===== config.mk =====
export PLATFORM = sky130hd
export DESIGN_NAME = brc_ctrl
export DESIGN_NICKNAME = d
export VERILOG_FILES = /design/src/rtl/brc_pkg.sv /design/src/rtl/brc_sync.sv /design/src/rtl/brc_handover.sv /design/src/rtl/brc_ctrl.sv
export VERILOG_INCLUDE_DIRS = /design/src /design/src/rtl
export SDC_FILE = /design/constraint.sdc
export NUM_CORES = 1
export LEC_CHECK = 0
export BUFFER_PORTS_ARGS = -buffer_cell sky130_fd_sc_hd__buf_2
export CORE_MARGIN = 2
export CORE_UTILIZATION = 47
export DETAILED_ROUTE_END_ITERATION = 12
export PLACE_DENSITY = 0.95
export SYNTH_ARGS = -nofsm -noshare
export SYNTH_HDL_FRONTEND = slang
export SYNTH_SLANG_ARGS = --single-unit

===== constraint.sdc =====
create_clock -name pclk -period 3 [get_ports pclk]
set_input_delay 0.3 -clock pclk [delete_from_list [all_inputs] [get_ports pclk]]
set_output_delay 0.3 -clock pclk [all_outputs]
set_load 0.01 [all_outputs]

===== src/rtl/brc_map.svh =====
// offsets, field positions, reset values and counts of the bus release block
`ifndef BRC_MAP_SVH
`define BRC_MAP_SVH

// ----------------------------------------------------------------------------
// register map
// ----------------------------------------------------------------------------
`define BRC_OFF_REG       12'h000
`define BRC_APB_AW        12

// ----------------------------------------------------------------------------
// field layout
// ----------------------------------------------------------------------------
`define BRC_BIT_A23       7
`define BRC_BIT_ALLOW     0
`define BRC_PINS          4
`define BRC_RSVD_MASK     8'h0e
`define BRC_WMASK_WIDE    8'hf1
`define BRC_WMASK_NARROW  8'h01

// ----------------------------------------------------------------------------
// reset values
// ----------------------------------------------------------------------------
`define BRC_INIT_NARROW   8'hfe
`define BRC_INIT_WIDE     8'hee
`define BRC_RST_TMP       8'hfe
`define BRC_SYNC_RST      5'h10

// ----------------------------------------------------------------------------
// modes and counts
// ----------------------------------------------------------------------------
`define BRC_MODE_3        3'h3
`define BRC_MODE_4        3'h4
`define BRC_INIT_WAIT     3'h4
`define BRC_INIT_INC      3'h1

`endif


===== src/rtl/brc_pkg.sv =====
// types shared by the bus release and address pin control block
package brc_pkg;

    typedef logic [2:0] brc_mode_t;

    typedef struct packed {
        logic        psel;
        logic        penable;
        logic        pwrite;
        logic [11:0] paddr;
        logic [31:0] pwdata;
    } brc_apb_req_t;

    typedef struct packed {
        logic [31:0] prdata;
        logic        pready;
        logic        pslverr;
    } brc_apb_rsp_t;

    typedef enum logic {
        BRC_HO_IDLE,
        BRC_HO_GRANT
    } brc_ho_state_t;

endpackage


===== src/rtl/brc_sync.sv =====
// three-stage synchroniser, a bit changes once stages two and three agree
`timescale 1ns/1ps
`default_nettype none

module brc_sync #(
    parameter int           W   = 1,
    parameter logic [W-1:0] RST = '0
) (
    input  wire logic         pclk,
    input  wire logic         presetn,
    input  wire logic [W-1:0] din,
    output logic      [W-1:0] dout
);
    logic [W-1:0] s1_r;
    logic [W-1:0] s2_r;
    logic [W-1:0] s3_r;
    logic [W-1:0] out_r;
    logic [W-1:0] out_nxt;

    assign out_nxt = (~(s2_r ^ s3_r) & s2_r) | ((s2_r ^ s3_r) & out_r);
    assign dout    = out_r;

    always_ff @(posedge pclk or negedge presetn)
    begin
        if (!presetn)
        begin
            s1_r  <= RST;
            s2_r  <= RST;
            s3_r  <= RST;
            out_r <= RST;
        end
        else
        begin
            s1_r  <= din;
            s2_r  <= s1_r;
            s3_r  <= s2_r;
            out_r <= out_nxt;
        end
    end

endmodule // brc_sync

`default_nettype wire


===== src/rtl/brc_handover.sv =====
// grants the external bus to an outside master when allowed
`timescale 1ns/1ps
`default_nettype none

module brc_handover (
    input  wire logic pclk,
    input  wire logic presetn,
    input  wire logic allow,
    input  wire logic req_n,
    input  wire logic bus_idle,
    output logic      ack_n,
    output logic      ack_oe,
    output logic      released
);
    import brc_pkg::*;

    brc_ho_state_t state_r;
    brc_ho_state_t state_nxt;
    logic          ack_n_r;
    logic          ack_oe_r;
    logic          rel_r;
    wire           grant_nxt;

    always_comb
    begin
        state_nxt = state_r;
        case (state_r)
            BRC_HO_IDLE:
            begin
                if (allow && !req_n && bus_idle)
                    state_nxt = BRC_HO_GRANT;
            end
            BRC_HO_GRANT:
            begin
                if (req_n)
                    state_nxt = BRC_HO_IDLE;
            end
            default:
                state_nxt = BRC_HO_IDLE;
        endcase
    end

    assign grant_nxt = (state_nxt == BRC_HO_GRANT);
    assign ack_n     = ack_n_r;
    assign ack_oe    = ack_oe_r;
    assign released  = rel_r;

    always_ff @(posedge pclk or negedge presetn)
    begin
        if (!presetn)
        begin
            state_r  <= BRC_HO_IDLE;
            ack_n_r  <= 1'b1;
            ack_oe_r <= 1'b0;
            rel_r    <= 1'b0;
        end
        else
        begin
            state_r  <= state_nxt;
            ack_n_r  <= ~grant_nxt;
            // pin stays a port pin unless handover is allowed or the bus is granted
            ack_oe_r <= allow | grant_nxt;
            rel_r    <= grant_nxt;
        end
    end

endmodule // brc_handover

`default_nettype wire


===== src/rtl/brc_ctrl.sv =====
// bus release and address pin control register with apb slave
`timescale 1ns/1ps
`default_nettype none
`include "brc_map.svh"

module brc_ctrl (
    input  wire logic                  pclk,
    input  wire logic                  presetn,
    input  wire brc_pkg::brc_apb_req_t apb_req,
    output brc_pkg::brc_apb_rsp_t      apb_rsp,
    input  wire brc_pkg::brc_mode_t    op_mode_pin,
    input  wire logic                  hw_standby_pin,
    input  wire logic [3:0]            addr_hi,
    input  wire logic [3:0]            port_dout,
    input  wire logic [3:0]            port_oe,
    output logic [3:0]                 porta_pin_out,
    output logic [3:0]                 porta_pin_oe,
    output logic [3:0]                 porta_addr_sel,
    input  wire logic                  ext_bus_request_pin_n,
    input  wire logic                  bus_idle,
    output logic                       ext_bus_ack_n,
    output logic                       ext_bus_ack_oe,
    output logic                       bus_released,
    output logic                       bus_handover_allow
);
    import brc_pkg::*;

    // ------------------------------------------------------------------------
    // decoding helpers
    // ------------------------------------------------------------------------
    function automatic logic is_wide(input brc_mode_t m);
        is_wide = (m == `BRC_MODE_3) || (m == `BRC_MODE_4);
    endfunction

    function automatic logic [7:0] init_val(input brc_mode_t m);
        init_val = is_wide(m) ? `BRC_INIT_WIDE : `BRC_INIT_NARROW;
    endfunction

    // ------------------------------------------------------------------------
    // pin synchronisers
    // ------------------------------------------------------------------------
    logic [4:0] sync_in;
    logic [4:0] sync_out;
    brc_mode_t  mode_s;
    logic       hwstby_s;
    logic       req_n_s;

    assign sync_in = {ext_bus_request_pin_n, hw_standby_pin, op_mode_pin};

    brc_sync #(
        .W   (5),
        .RST (`BRC_SYNC_RST)
    ) u_sync (
        .pclk    (pclk),
        .presetn (presetn),
        .din     (sync_in),
        .dout    (sync_out)
    );

    assign mode_s   = sync_out[2:0];
    assign hwstby_s = sync_out[3];
    assign req_n_s  = sync_out[4];

    wire wide = is_wide(mode_s);

    // ------------------------------------------------------------------------
    // initial load after reset release and during hardware standby
    // ------------------------------------------------------------------------
    logic [2:0] init_cnt_r;
    logic       init_done_r;
    wire        init_hit  = (init_cnt_r == `BRC_INIT_WAIT);
    wire        init_load = (~init_done_r & init_hit) | hwstby_s;

    always_ff @(posedge pclk or negedge presetn)
    begin
        if (!presetn)
        begin
            init_cnt_r  <= 3'h0;
            init_done_r <= 1'b0;
        end
        else if (!init_done_r)
        begin
            init_cnt_r  <= init_cnt_r + `BRC_INIT_INC;
            init_done_r <= init_hit;
        end
    end

    // ------------------------------------------------------------------------
    // apb slave, one setup and one access cycle per transfer
    // ------------------------------------------------------------------------
    logic        pready_r;
    logic        pslverr_r;
    logic [31:0] prdata_r;
    logic [7:0]  reg_r;
    logic [7:0]  reg_nxt;

    wire        setup_ph = apb_req.psel & ~apb_req.penable;
    wire        acc_ph   = apb_req.psel & apb_req.penable & pready_r;
    wire        addr_hit = (apb_req.paddr == `BRC_OFF_REG);
    wire        wr_en    = acc_ph & apb_req.pwrite & addr_hit;
    wire [7:0]  wmask    = wide ? `BRC_WMASK_WIDE : `BRC_WMASK_NARROW;
    wire [7:0]  wr_val   = (reg_r & ~wmask) | (apb_req.pwdata[7:0] & wmask);
    wire [31:0] rd_val   = {24'h000000, reg_r | `BRC_RSVD_MASK};
    wire        rd_take  = setup_ph & ~apb_req.pwrite & addr_hit;
    wire [31:0] prdata_nxt = rd_take ? rd_val : 32'h00000000;

    // load wins over a write landing in the same cycle
    assign reg_nxt = init_load ? init_val(mode_s) :
                     wr_en     ? wr_val : reg_r;

    always_ff @(posedge pclk or negedge presetn)
    begin
        if (!presetn)
        begin
            pready_r  <= 1'b0;
            pslverr_r <= 1'b0;
            prdata_r  <= 32'h00000000;
        end
        else
        begin
            pready_r  <= setup_ph;
            pslverr_r <= setup_ph & ~addr_hit;
            prdata_r  <= prdata_nxt;
        end
    end

    // holds across software standby, only loads and writes change it
    always_ff @(posedge pclk or negedge presetn)
    begin
        if (!presetn)
            reg_r <= `BRC_RST_TMP;
        else
            reg_r <= reg_nxt;
    end

    assign apb_rsp.prdata  = prdata_r;
    assign apb_rsp.pready  = pready_r;
    assign apb_rsp.pslverr = pslverr_r;

    // ------------------------------------------------------------------------
    // port a pin function, pin 4+i carries address bit 23-i
    // ------------------------------------------------------------------------
    logic [3:0] sel_nxt;
    logic [3:0] pout_nxt;
    logic [3:0] poe_nxt;
    logic [3:0] sel_r;
    logic [3:0] pout_r;
    logic [3:0] poe_r;

    genvar i;
    generate
        for (i = 0; i < `BRC_PINS; i++)
        begin : g_pin
            assign sel_nxt[i]  = wide & ~reg_r[`BRC_BIT_A23 - i];
            assign pout_nxt[i] = sel_nxt[i] ? addr_hi[`BRC_PINS - 1 - i]
                                            : port_dout[i];
            assign poe_nxt[i]  = sel_nxt[i] | port_oe[i];
        end
    endgenerate

    always_ff @(posedge pclk or negedge presetn)
    begin
        if (!presetn)
        begin
            sel_r  <= 4'h0;
            pout_r <= 4'h0;
            poe_r  <= 4'h0;
        end
        else
        begin
            sel_r  <= sel_nxt;
            pout_r <= pout_nxt;
            poe_r  <= poe_nxt;
        end
    end

    assign porta_addr_sel = sel_r;
    assign porta_pin_out  = pout_r;
    assign porta_pin_oe   = poe_r;

    // ------------------------------------------------------------------------
    // bus handover
    // ------------------------------------------------------------------------
    logic allow_r;

    always_ff @(posedge pclk or negedge presetn)
    begin
        if (!presetn)
            allow_r <= 1'b0;
        else
            allow_r <= reg_r[`BRC_BIT_ALLOW];
    end

    assign bus_handover_allow = allow_r;

    brc_handover u_handover (
        .pclk     (pclk),
        .presetn  (presetn),
        .allow    (allow_r),
        .req_n    (req_n_s),
        .bus_idle (bus_idle),
        .ack_n    (ext_bus_ack_n),
        .ack_oe   (ext_bus_ack_oe),
        .released (bus_released)
    );

    // ------------------------------------------------------------------------
    // checks
    // ------------------------------------------------------------------------
    property p_init_wide;
        @(posedge pclk) disable iff (!presetn)
        (init_load && wide) |=> (reg_r == `BRC_INIT_WIDE);
    endproperty
    a_init_wide: assert property (p_init_wide)
        else $error("wide mode load value wrong");

    property p_hold;
        @(posedge pclk) disable iff (!presetn)
        (!init_load && !wr_en) |=> $stable(reg_r);
    endproperty
    a_hold: assert property (p_hold)
        else $error("register changed without load or write");

    property p_a23_sel;
        @(posedge pclk) disable iff (!presetn)
        (wide && !reg_r[`BRC_BIT_A23]) |=> sel_r[0];
    endproperty
    a_a23_sel: assert property (p_a23_sel)
        else $error("pin 4 not switched to address");

    property p_a22_port;
        @(posedge pclk) disable iff (!presetn)
        reg_r[`BRC_BIT_A23 - 1] |=> !sel_r[1];
    endproperty
    a_a22_port: assert property (p_a22_port)
        else $error("pin 5 carries address while bit set");

    property p_a21_data;
        @(posedge pclk) disable iff (!presetn)
        sel_nxt[2] |=> (pout_r[2] == $past(addr_hi[1])) && poe_r[2];
    endproperty
    a_a21_data: assert property (p_a21_data)
        else $error("pin 6 does not drive address bit 21");

    property p_narrow_ro;
        @(posedge pclk) disable iff (!presetn)
        (!wide && wr_en && !init_load) |=> $stable(reg_r[7:4]);
    endproperty
    a_narrow_ro: assert property (p_narrow_ro)
        else $error("address enable bits written in narrow mode");

    property p_a20_init;
        @(posedge pclk) disable iff (!presetn)
        (init_load && wide) ##1 wide |=> sel_r[3];
    endproperty
    a_a20_init: assert property (p_a20_init)
        else $error("pin 7 not address after wide load");

    property p_narrow_pin;
        @(posedge pclk) disable iff (!presetn)
        !wide |=> (sel_r == 4'h0);
    endproperty
    a_narrow_pin: assert property (p_narrow_pin)
        else $error("address pin selected in narrow mode");

    property p_rsvd_read;
        @(posedge pclk) disable iff (!presetn)
        rd_take |=> (prdata_r[3:1] == 3'h7) && (prdata_r[31:8] == 24'h0);
    endproperty
    a_rsvd_read: assert property (p_rsvd_read)
        else $error("reserved bits read wrong");

    property p_refuse;
        @(posedge pclk) disable iff (!presetn)
        (!allow_r && ext_bus_ack_n) |=> ext_bus_ack_n;
    endproperty
    a_refuse: assert property (p_refuse)
        else $error("bus handed over while not allowed");

    property p_grant;
        @(posedge pclk) disable iff (!presetn)
        (allow_r && !req_n_s && bus_idle && ext_bus_ack_n) |=> !ext_bus_ack_n;
    endproperty
    a_grant: assert property (p_grant)
        else $error("allowed request not granted");

    property p_wr_effect;
        @(posedge pclk) disable iff (!presetn)
        (wr_en && !init_load) |=> (reg_r[0] == $past(apb_req.pwdata[0]))
            ##1 (allow_r == $past(reg_r[0]));
    endproperty
    a_wr_effect: assert property (p_wr_effect)
        else $error("written allow bit not in effect next cycle");

endmodule // brc_ctrl

`default_nettype wire


* Word level (Yosys, flattened, before mapping)
Cells that the tools add are included.
Word-level totals: flip-flop bits (word level) 58, bits in latches 0, RAM bits 0, bits in read-only memories 0, input port bits 67, output and inout bits 50, word-level logic and storage cells 78, memories 0
Cells by class: $add $sub $neg 1, $mul 0, div/mod/pow operators 0, $lt $le $gt $ge 0, equality and inequality tests 3, shifts and indexed selects 0, multiplexer cells 13, bitwise gates (word level) 38, reductions and logical operators 6
Operators with widths (number):
- 8-bit two-way mux | 4
- 8-bit bitwise AND | 2
- 1-bit bitwise AND | 13
- 12-bit logical NOT | 1
- 5-bit bitwise AND | 2
- 1-bit NOT | 10
- 8-bit NOT | 1
- 8-bit bitwise OR | 1
- 1-bit two-way mux | 7
- 3-bit equality test, second input constant | 2
- 1-bit bitwise OR | 6
- 5-bit two-way mux | 1
- 5-bit NOT | 1
- 5-bit bitwise OR | 1
- 5-bit bitwise XOR | 1
- 3-bit by 1-bit adder with 3-bit output, second input constant | 1
- 3-bit by 2-bit equality test with 1-bit output, second input constant | 1
- 1-bit logical AND | 2
- 1-bit one-hot mux with 2 select lines | 1
- 2-bit nonzero test | 1
- 1-bit logical NOT | 1
- 1-bit logical OR | 1

* Depth between registers and ports, before layout
Gate-level depths: netlist of run 1.
depth in word-level cells 8, gate-level depth with buffers 6, mapped depth without buffers 6

* Modules after synthesis
From an unflattened synthesis of run 1, not the netlist that was laid out.
Second synthesis, totals: cells, all modules 148, area, all modules 2072.0 um2
Modules (own cells, without submodules):
- brc_ctrl | times used 1, cells each 115, area each 1406.3 um2, sequential area each 755.7 um2
- brc_sync | times used 1, cells each 25, area each 561.8 um2, sequential area each 505.5 um2
- brc_handover | times used 1, cells each 8, area each 103.8 um2, sequential area each 76.3 um2

* Worst setup path before layout of run 1
OpenSTA, ideal clock, no wires.
path type input port to flip-flop, start point input apb_req[34] in the netlist's numbering, end point register (tool-made name), library setup time 0.083 ns, data arrival time 1.307 ns, data required time 2.917 ns, path slack 1.610 ns, stages 4, buffers on the path 0, path through nor4_4 nand3_1 or4b_1 o311a_1
RTL lines:
- from (decl) | RTL line brc_ctrl.sv:9 | input wire brc_pkg::brc_apb_req_t apb_req,

==> results.sh, run 1 <==
export IMPL_crit_path_class="flop to flop"
export IMPL_synth_seq_area_share_pct=65.3
export IMPL_syn_area_per_cell_sq_um=13.9
export IMPL_via_count=1198
export IMPL_syn_area_sq_mm=0.00205
export IMPL_floorplan_die_width_um=70.0
export IMPL_yosys_register_bits=53
export IMPL_ratio_of_routed_vias_to_standard_cells=4.52
export IMPL_synthArstFlopShare_pct=100
export IMPL_final_setup_viol_count=0
export IMPL_floorplan_initialDensity_pct=50.1
export IMPL_core_rowCount=23
export IMPL_postCtsHoldBufs=0
export IMPL_drv_cap=0
export IMPL_grt_overflow_total=0
export IMPL_critical_path_reg2reg_startpoint="init_cnt_r[0]$_DFFE_PN0N_"
export IMPL_worst_endpoint_required_ns=3.23
export IMPL_worst_hold_path_type="primary input to flop"
export IMPL_period_utilization_pct=52.1
export IMPL_cts_clk_slew_worst_paths_ns=0.09
export IMPL_startpoint_type="flop"
export IMPL_detail_route_wl_per_cell_um=12.6
export IMPL_chipHeight_um=70.0
export IMPL_dpl_cell_count=257
export IMPL_antennaDiodeCount=0
export IMPL_ys_warnings_count=0
export IMPL_cts_root_buf="sky130_fd_sc_hd__clkbuf_8"
export IMPL_synth_distinct_cells=28
export IMPL_cells_after_synth=147
export IMPL_ys_flop_type="sky130_fd_sc_hd__dfrtp_1"
export IMPL_synth_enable_flop_cells=0
export IMPL_clock_skew_ns=0.00854
export IMPL_hold_depth=1
export IMPL_numPortBuffers=65
export IMPL_vdd_ir_drop_worst_v=0.000254
export IMPL_final_cell_count_no_fill=265
export IMPL_cts_buffers=5
export IMPL_post_route_drc_count=0
export IMPL_largest_net_degree_at_the_start_of_global_routing=54
export IMPL_number_of_iterations_in_the_first_detailed_routing_pass=4
export IMPL_report_power_total_mw=1.33
export IMPL_fill_cells=334
export IMPL_crit_fanout=9
export IMPL_syn2layout_area_growth_pct=18.3
export IMPL_slew_at_the_pin_closest_to_its_max_slew_limit_ns=1.11
export IMPL_tritoncts_num_sinks=53
export IMPL_postRouteAntennaNets=0
export IMPL_first_global_vias=1177
export IMPL_worst_slew_margin_rel_pct=26.1
export IMPL_hold_path_endpoint="u_sync.s1_r[4]$_DFF_PN1_"
export IMPL_final_max_slew_violation_count=0
export IMPL_final_common_cell="sky130_fd_sc_hd__buf_2"
export IMPL_antenna_violations_before_repair=0
export IMPL_place_congestion=0.702
export IMPL_routed_wl_um=3350
export IMPL_rsz_0062_raised_after_global_routing="false"
export IMPL_pin_count=117
export IMPL_detailed_place_hpwl_um=2540
export IMPL_cts_root_to_sink_buffers=2
export IMPL_drt_first_iter_violations=70
export IMPL_power_density_mw_per_mm2=551
export IMPL_grt_pass1_wl_um=5620
export IMPL_reg2reg_setup_slack_ns=1.44
export IMPL_leakage_nw=1.22
export IMPL_hold_viol_final=0
export IMPL_net_count_reported_at_finish=283
export IMPL_postLayoutCoreUtil_pct=59.3
export IMPL_hold_start="ext_bus_request_pin_n"
export IMPL_clk_insertion_delay_late_ns=0.30
export IMPL_die_area_sq_mm=0.00490
export IMPL_final_period_minus_worst_setup_slack_ns=1.56
export IMPL_cts_post_setup_buffers_inserted=0
export IMPL_cts_resized_gates=0
export IMPL_tritoncts_clock_tree="yes"
export IMPL_totalNegativeSetupSlack_ns=0
export IMPL_outcome="finished, final reports clean"
export IMPL_crit_arrival_ns=1.80
export IMPL_layout_common_cells="sky130_fd_sc_hd__buf_2, sky130_fd_sc_hd__dfrtp_1, sky130_fd_sc_hd__conb_1, sky130_fd_sc_hd__nor2_1, sky130_fd_sc_hd__dfstp_2"
export IMPL_critPathCaptureType="flop"
export IMPL_fmax_mhz=639
export IMPL_timing_reg2reg_worst_path_depth=6
export IMPL_post_route_cells_drive_above_1_share_pct=44.7
export IMPL_htreeDepth=2
export IMPL_core_region_area_sq_mm=0.00409
export IMPL_grt_util_all_layers_pct=15.1
per-layer routing:
| metal | vias up | global-route usage [%] | share of wire [%] |
|---|---|---|---|
| li1 | 559 | - | - |
| met1 | 575 | 17.3 | 39 |
| met2 | 58 | 25.6 | 50 |
| met3 | 6 | 5.92 | 9.0 |
| met4 | 0 | 5.13 | 2.1 |
| met5 | - | 0 | 0 |
worst max-delay path, stage by stage (launching register included):
cell and delay [ns]:
sky130_fd_sc_hd__dfrtp_1 0.42, sky130_fd_sc_hd__inv_1 0.07, sky130_fd_sc_hd__ha_1 0.14, sky130_fd_sc_hd__nand2_1 0.06
sky130_fd_sc_hd__o21bai_1 0.51, sky130_fd_sc_hd__nand2b_1 0.15, sky130_fd_sc_hd__o311a_1 0.16
how the worst max path moves through the flow:
stage | start | end | slack [ns]
after floorplan | apb_req[34] | flop | 1.61
after global placement | apb_req[34] | prdata_r[7]$_DFF_PN0_ | 1.32
after detailed placement | apb_req[33] | prdata_r[7]$_DFF_PN0_ | 1.27
after CTS | init_cnt_r[0]$_DFFE_PN0N_ | flop | 1.45
after global routing | init_cnt_r[0]$_DFFE_PN0N_ | flop | 1.35
final | init_cnt_r[0]$_DFFE_PN0N_ | flop | 1.44
through the flow:
step                instance area [sq um]  hold WS, ns  setup slack (ns)
detailed placement                   2310        0.335              1.27
global route                         2420       0.0690              1.35
finish                               2420       0.0873              1.44
global placement                     2310        0.332              1.32
floorplan                            2130      0.00441              1.61
CTS                                  2420       0.0778              1.45
final cells by class:
type                       count  area [sq um]  share of cell area, %
clock buffer                   6          72.6                   3.00
clock inverter                 2          38.8                   1.60
inverter                       4          15.0                  0.620
multi-input combinational     85           571                   23.6
sequential                    53          1340                   55.2
tap                           50          62.6                   2.58
timing repair buffer          65           325                   13.4
kinds of logic after synthesis:
kind of cell | Yosys count | synth area share [%]
fa+ha+maj | 7 | 3.67
buf+inv | 32 | 11.0
flops | 53 | 65.3
other cells | 1 | 0.183
xor+xnor | 2 | 0.856
mux | 9 | 4.71
compound gates | 5 | 1.83
simple gates | 38 | 12.4
Yosys cell counts (2+ instances only):
library cell	number	share of area (%)
sky130_fd_sc_hd__xnor2_1	2	0.86
sky130_fd_sc_hd__buf_4	28	10
sky130_fd_sc_hd__maj3_1	5	2.4
sky130_fd_sc_hd__mux2_2	5	2.8
sky130_fd_sc_hd__nor4_4	3	3.1
sky130_fd_sc_hd__or2_2	5	1.5
sky130_fd_sc_hd__nor2_1	13	2.4
sky130_fd_sc_hd__and2_1	5	1.5
sky130_fd_sc_hd__inv_1	4	0.73
sky130_fd_sc_hd__dfrtp_1	44	54
sky130_fd_sc_hd__nand2b_1	4	1.2
sky130_fd_sc_hd__mux2i_1	4	2.0
sky130_fd_sc_hd__ha_1	2	1.2
sky130_fd_sc_hd__dfstp_2	9	12
power by group:
group | total (mW) | internal (mW) | switching (mW) | leakage [nW]
clock network | 0.472 | 0.250 | 0.222 | 0.0554
registers | 0.759 | 0.746 | 0.0126 | 0.636
logic | 0.104 | 0.0421 | 0.0615 | 0.532
total | 1.33 | 1.04 | 0.296 | 1.22
Power figures use the tool's default switching activity.
==> inputs of run 2 (changes only) <==
- CORE_UTILIZATION: 47 -> 43
- PLACE_DENSITY: 0.95 -> 0.91
- clock period: 3 -> 1.55 ns (I/O delays scaled with it)
==> run 2 against run 1 <==
Against the previous run: clock-buffer cell count unchanged; sequential power up 94%; core utilization down 5.0 points; cell count up 4.9%; worst setup slack worse by 1.3 ns; total power up 94%; critical path type unchanged; largest cell class unchanged; highest routed layer unchanged.
==> results.sh, run 2 (synthesis gave the netlist of run 1 again) <==
export IMPL_cts_root_to_sink_buffers=2
export IMPL_clk_insertion_delay_late_ns=0.30
export IMPL_final_max_slew_violation_count=0
export IMPL_antenna_violations_before_repair=0
export IMPL_number_of_iterations_in_the_first_detailed_routing_pass=4
export IMPL_worst_hold_path_type="primary input to flop"
export IMPL_final_setup_viol_count=0
export IMPL_postRouteAntennaNets=0
export IMPL_cts_buffers=5
export IMPL_core_rowCount=25
export IMPL_final_period_minus_worst_setup_slack_ns=1.45
export IMPL_post_route_cells_drive_above_1_share_pct=45.1
export IMPL_power_density_mw_per_mm2=1020
export IMPL_core_region_area_sq_mm=0.00466
export IMPL_grt_util_all_layers_pct=12.9
export IMPL_final_common_cell="sky130_fd_sc_hd__buf_2"
export IMPL_startpoint_type="flop"
export IMPL_crit_arrival_ns=1.68
export IMPL_first_global_vias=1168
export IMPL_finish_instance_area_sq_mm=0.00253
export IMPL_htreeDepth=2
export IMPL_layout_common_cells="sky130_fd_sc_hd__buf_2, sky130_fd_sc_hd__dfrtp_1, sky130_fd_sc_hd__conb_1, sky130_fd_sc_hd__nor2_1, sky130_fd_sc_hd__dfstp_2"
export IMPL_worst_endpoint_required_ns=1.77
export IMPL_post_place_ws_ns=0.0688
export IMPL_numPortBuffers=65
export IMPL_cts_root_buf="sky130_fd_sc_hd__clkbuf_8"
export IMPL_drv_cap=0
export IMPL_placement_cell_area_sq_mm=0.00235
export IMPL_crit_fanout=7
export IMPL_tritoncts_clock_tree="yes"
export IMPL_outcome="finished, final reports clean"
export IMPL_floorplan_die_width_um=73.0
export IMPL_chipHeight_um=73.0
export IMPL_grt_pass1_wl_um=5140
export IMPL_syn2layout_area_growth_pct=23.7
export IMPL_clock_skew_ns=0.00774
export IMPL_totalNegativeSetupSlack_ns=0
export IMPL_detail_route_wl_per_cell_um=12.2
export IMPL_routed_wl_um=3390
export IMPL_rsz_0062_raised_after_global_routing="false"
export IMPL_tritoncts_num_sinks=53
export IMPL_fmax_mhz=688
export IMPL_grt_overflow_total=0
export IMPL_post_route_drc_count=0
export IMPL_critPathCaptureType="flop"
export IMPL_pin_count=117
export IMPL_leakage_nw=1.27
export IMPL_via_count=1233
export IMPL_hold_viol_final=0
export IMPL_place_congestion=0.704
export IMPL_floorplan_initialDensity_pct=43.9
export IMPL_detailed_place_hpwl_um=2580
export IMPL_die_area_sq_mm=0.00533
export IMPL_largest_net_degree_at_the_start_of_global_routing=36
export IMPL_antennaDiodeCount=0
export IMPL_ratio_of_routed_vias_to_standard_cells=4.44
export IMPL_period_utilization_pct=93.7
export IMPL_finalWorstSetupSlack_ns=0.0970
export IMPL_cts_clk_slew_worst_paths_ns=0.09
export IMPL_vdd_ir_drop_worst_v=0.000490
export IMPL_drt_first_iter_violations=46
export IMPL_net_count_reported_at_finish=292
export IMPL_crit_path_class="flop to flop"
run 2: cell types whose count changed in the layout (fill, tap and decap cells not counted):
cell	before	now
sky130_fd_sc_hd__buf_4	0	2
sky130_fd_sc_hd__dlygate4sd3_1	0	6
sky130_fd_sc_hd__clkinv_4	1	0
sky130_fd_sc_hd__a21oi_4	0	1
sky130_fd_sc_hd__clkinv_2	0	1
sky130_fd_sc_hd__nor2_1	13	11
sky130_fd_sc_hd__nor2_2	1	3
sky130_fd_sc_hd__buf_12	0	1
sky130_fd_sc_hd__a21oi_2	1	0
run 2: layer usage:
metal / share of wire [%] / global-route usage, % / wire (um) / up-vias
li1: - / - / - / 575
met1: 38 / 14.2 / 1300 / 597
met2: 53 / 21.9 / 1790 / 56
met3: 8.0 / 4.70 / 271 / 5
met4: 1.1 / 6.58 / 39 / 0
met5: 0 / 0 / 0 / -
run 2: worst max-delay path, cell delays in order (launching register included):
cell	delay, ns
sky130_fd_sc_hd__dfrtp_1	0.43
sky130_fd_sc_hd__and3b_1	0.27
sky130_fd_sc_hd__a21oi_4	0.08
sky130_fd_sc_hd__or4b_1	0.47
sky130_fd_sc_hd__o311a_1	0.13
run 2: power by group:
part | leakage, nW | switching (mW) | total, mW | internal, mW
clock | 0.0552 | 0.407 | 0.886 | 0.479
sequential | 0.636 | 0.0260 | 1.47 | 1.44
combinational | 0.578 | 0.127 | 0.229 | 0.102
total | 1.27 | 0.561 | 2.59 | 2.03
run 2: area by class of cell:
type                            count  area, sq um
Multi-Input combinational cell     85          583
Tap cell                           54         67.6
Clock buffer                        6         72.6
Timing Repair Buffer               74          420
Inverter                            4         15.0
Sequential cell                    53         1340
Fill cell                         393         2130
Clock inverter                      2         35.0
run 2: final timing paths:
kind	from	end	slack (ns)	cells past startpoint
setup reg to reg	flop	flop	0.1	4
hold / removal	port_oe[0]	porta_pin_oe[0]$_DFF_PN0_	0.04	2
min in group asynchronous	presetn	u_sync.s3_r[1]$_DFF_PN0_	0.32	2
max in group asynchronous	presetn	reg_r[5]$_DFFE_PN1P_	0.64	3
setup / recovery	flop	flop	0.1	4
hold reg to reg	u_sync.s1_r[3]$_DFF_PN0_	u_sync.s2_r[3]$_DFF_PN0_	0.36	0
run 2: what timing repair did:
item                                   CTS  global route
setup buffers                            0             0
setup endpoints to repair                0             5
gates resized for setup                  0             3
hold buffers                             6             0
endpoints found under the hold margin   20             0
run 2: per-stage QoR:
stage          std cells  power [mW]  hold slack [ns]  util (%)
2_1_floorplan        170        1.63           -0.141         -
3_3_place_gp         264        1.70            0.110      50.4
3_5_place_dp         264        1.71            0.108      50.4
4_1_cts              278        2.62           0.0400      54.0
5_1_grt              278        2.70           0.0353      54.3
6_report             278        2.59           0.0439      54.3
==> inputs of run 3 (changes only) <==
- CORE_ASPECT_RATIO: unset -> 1.4
==> run 3 against run 2 <==
Against the previous run: combinational power about the same; die area up 0.14%; clock power decreased by 10%; critical path depth did not move; global-route usage up 0.28 points.
==> results.sh, run 3 (synthesis gave the netlist of run 1 again) <==
export IMPL_outcome="finished, final reports clean"
export IMPL_routed_wl_um=3290
export IMPL_clk_insertion_delay_late_ns=0.30
export IMPL_net_count_reported_at_finish=292
export IMPL_reg2reg_setup_slack_ns=0.10
export IMPL_postRouteAntennaNets=0
export IMPL_pin_count=117
export IMPL_final_common_cell="sky130_fd_sc_hd__buf_2"
export IMPL_grt_pass1_wl_um=5520
export IMPL_crit_path_class="flop to flop"
export IMPL_worst_hold_path_type="primary input to flop"
export IMPL_final_period_minus_worst_setup_slack_ns=1.45
export IMPL_critPathCaptureType="flop"
export IMPL_clock_skew_ns=0.00832
export IMPL_ratio_of_routed_vias_to_standard_cells=4.28
export IMPL_rsz_0062_raised_after_global_routing="false"
export IMPL_core_region_area_sq_mm=0.00457
export IMPL_drv_cap=0
export IMPL_final_setup_viol_count=0
export IMPL_numPortBuffers=65
export IMPL_cts_buffers=5
export IMPL_crit_arrival_ns=1.67
export IMPL_grt_overflow_total=0
export IMPL_cts_root_buf="sky130_fd_sc_hd__clkbuf_8"
export IMPL_tritoncts_clock_tree="yes"
export IMPL_timing_reg2reg_worst_path_depth=4
export IMPL_cts_clk_slew_worst_paths_ns=0.09
export IMPL_cts_root_to_sink_buffers=2
export IMPL_detail_route_wl_per_cell_um=11.5
export IMPL_final_max_slew_violation_count=0
export IMPL_via_count=1224
export IMPL_post_route_drc_count=0
export IMPL_antenna_violations_before_repair=0
export IMPL_tritoncts_num_sinks=53
export IMPL_post_route_cells_drive_above_1_share_pct=45.1
export IMPL_floorplan_initialDensity_pct=44.8
export IMPL_vdd_ir_drop_worst_v=0.000548
export IMPL_startpoint_type="flop"
export IMPL_worst_endpoint_required_ns=1.77
export IMPL_place_congestion=0.666
export IMPL_core_rowCount=29
export IMPL_number_of_iterations_in_the_first_detailed_routing_pass=4
export IMPL_hold_viol_final=0
export IMPL_crit_fanout=7
export IMPL_period_utilization_pct=93.5
export IMPL_final_cell_count_no_fill=286
export IMPL_hold_start="port_oe[3]"
export IMPL_die_area_sq_mm=0.00534
export IMPL_totalNegativeSetupSlack_ns=0
export IMPL_first_global_vias=1229
export IMPL_detailed_place_hpwl_um=2440
export IMPL_drt_first_iter_violations=36
export IMPL_power_density_mw_per_mm2=985
export IMPL_floorplan_die_width_um=62.3
export IMPL_grt_util_all_layers_pct=13.2
export IMPL_syn2layout_area_growth_pct=23.5
export IMPL_dpl_cell_count=272
export IMPL_leakage_nw=1.26
export IMPL_antennaDiodeCount=0
export IMPL_largest_net_degree_at_the_start_of_global_routing=54
export IMPL_chipHeight_um=85.6
export IMPL_finish_instance_area_sq_mm=0.00253
export IMPL_htreeDepth=2
export IMPL_fmax_mhz=690
export IMPL_placement_cell_area_sq_mm=0.00236
export IMPL_layout_common_cells="sky130_fd_sc_hd__buf_2, sky130_fd_sc_hd__dfrtp_1, sky130_fd_sc_hd__conb_1, sky130_fd_sc_hd__nor2_1, sky130_fd_sc_hd__dfstp_2"
## run 3: power by group
group,switching [mW],leakage [nW],internal (mW)
sequential,0.0254,0.636,1.44
combinational,0.124,0.578,0.102
clock,0.432,0.0512,0.363
## run 3: cell type report
type | instances | area (sq um)
Fill cell | 416 | 2040
Sequential cell | 53 | 1340
Multi-Input combinational cell | 85 | 581
Timing Repair Buffer | 74 | 420
Clock buffer | 6 | 82.6
Inverter | 4 | 15.0
Tap cell | 62 | 77.6
Clock inverter | 2 | 13.8
## run 3: how the worst min path moves through the flow
stage,end,slack (ns),cells past startpoint
floorplan,asynchronous set/reset pin,-0.14,0
finish,porta_pin_oe[3]$_DFF_PN0_,0.04,2
detailed placement,porta_pin_oe[3]$_DFF_PN0_,0.16,2
global route,porta_pin_oe[1]$_DFF_PN0_,0.03,2
global placement,porta_pin_oe[3]$_DFF_PN0_,0.16,2
CTS,porta_pin_oe[2]$_DFF_PN0_,0.03,2
## run 3: layer usage
metal	global-route usage (%)	share of wire, %
met5	0	0
met2	22.7	50
met3	2.89	7.8
met4	3.64	0.64
met1	17.1	41
## run 3: what timing repair did
| action | in CTS | in global routing |
|---|---|---|
| endpoints found under the hold margin | 49 | 0 |
| hold buffers | 6 | 0 |
| setup buffers | 0 | 0 |
| endpoints found under the setup margin | 0 | 8 |
| gates resized for setup | 0 | 2 |
## run 3: worst max-delay path, cell delays in order (launching register included)
cell and delay, ns:
sky130_fd_sc_hd__dfrtp_1 0.43, sky130_fd_sc_hd__and3b_1 0.27, sky130_fd_sc_hd__a21oi_4 0.07, sky130_fd_sc_hd__or4b_1 0.48, sky130_fd_sc_hd__o311a_1 0.12
## run 3: through the flow
| step | utilization, % | hold slack [ns] | power [mW] | setup slack (ns) |
|---|---|---|---|---|
| after floorplan | - | -0.141 | 1.63 | 0.243 |
| after global placement | 51.6 | 0.163 | 1.70 | 0.0829 |
| after detailed placement | 51.6 | 0.164 | 1.71 | 0.0703 |
| after CTS | 55.1 | 0.0313 | 2.51 | 0.0502 |
| after global routing | 55.3 | 0.0301 | 2.61 | 0.0128 |
| final | 55.3 | 0.0399 | 2.49 | 0.100 |
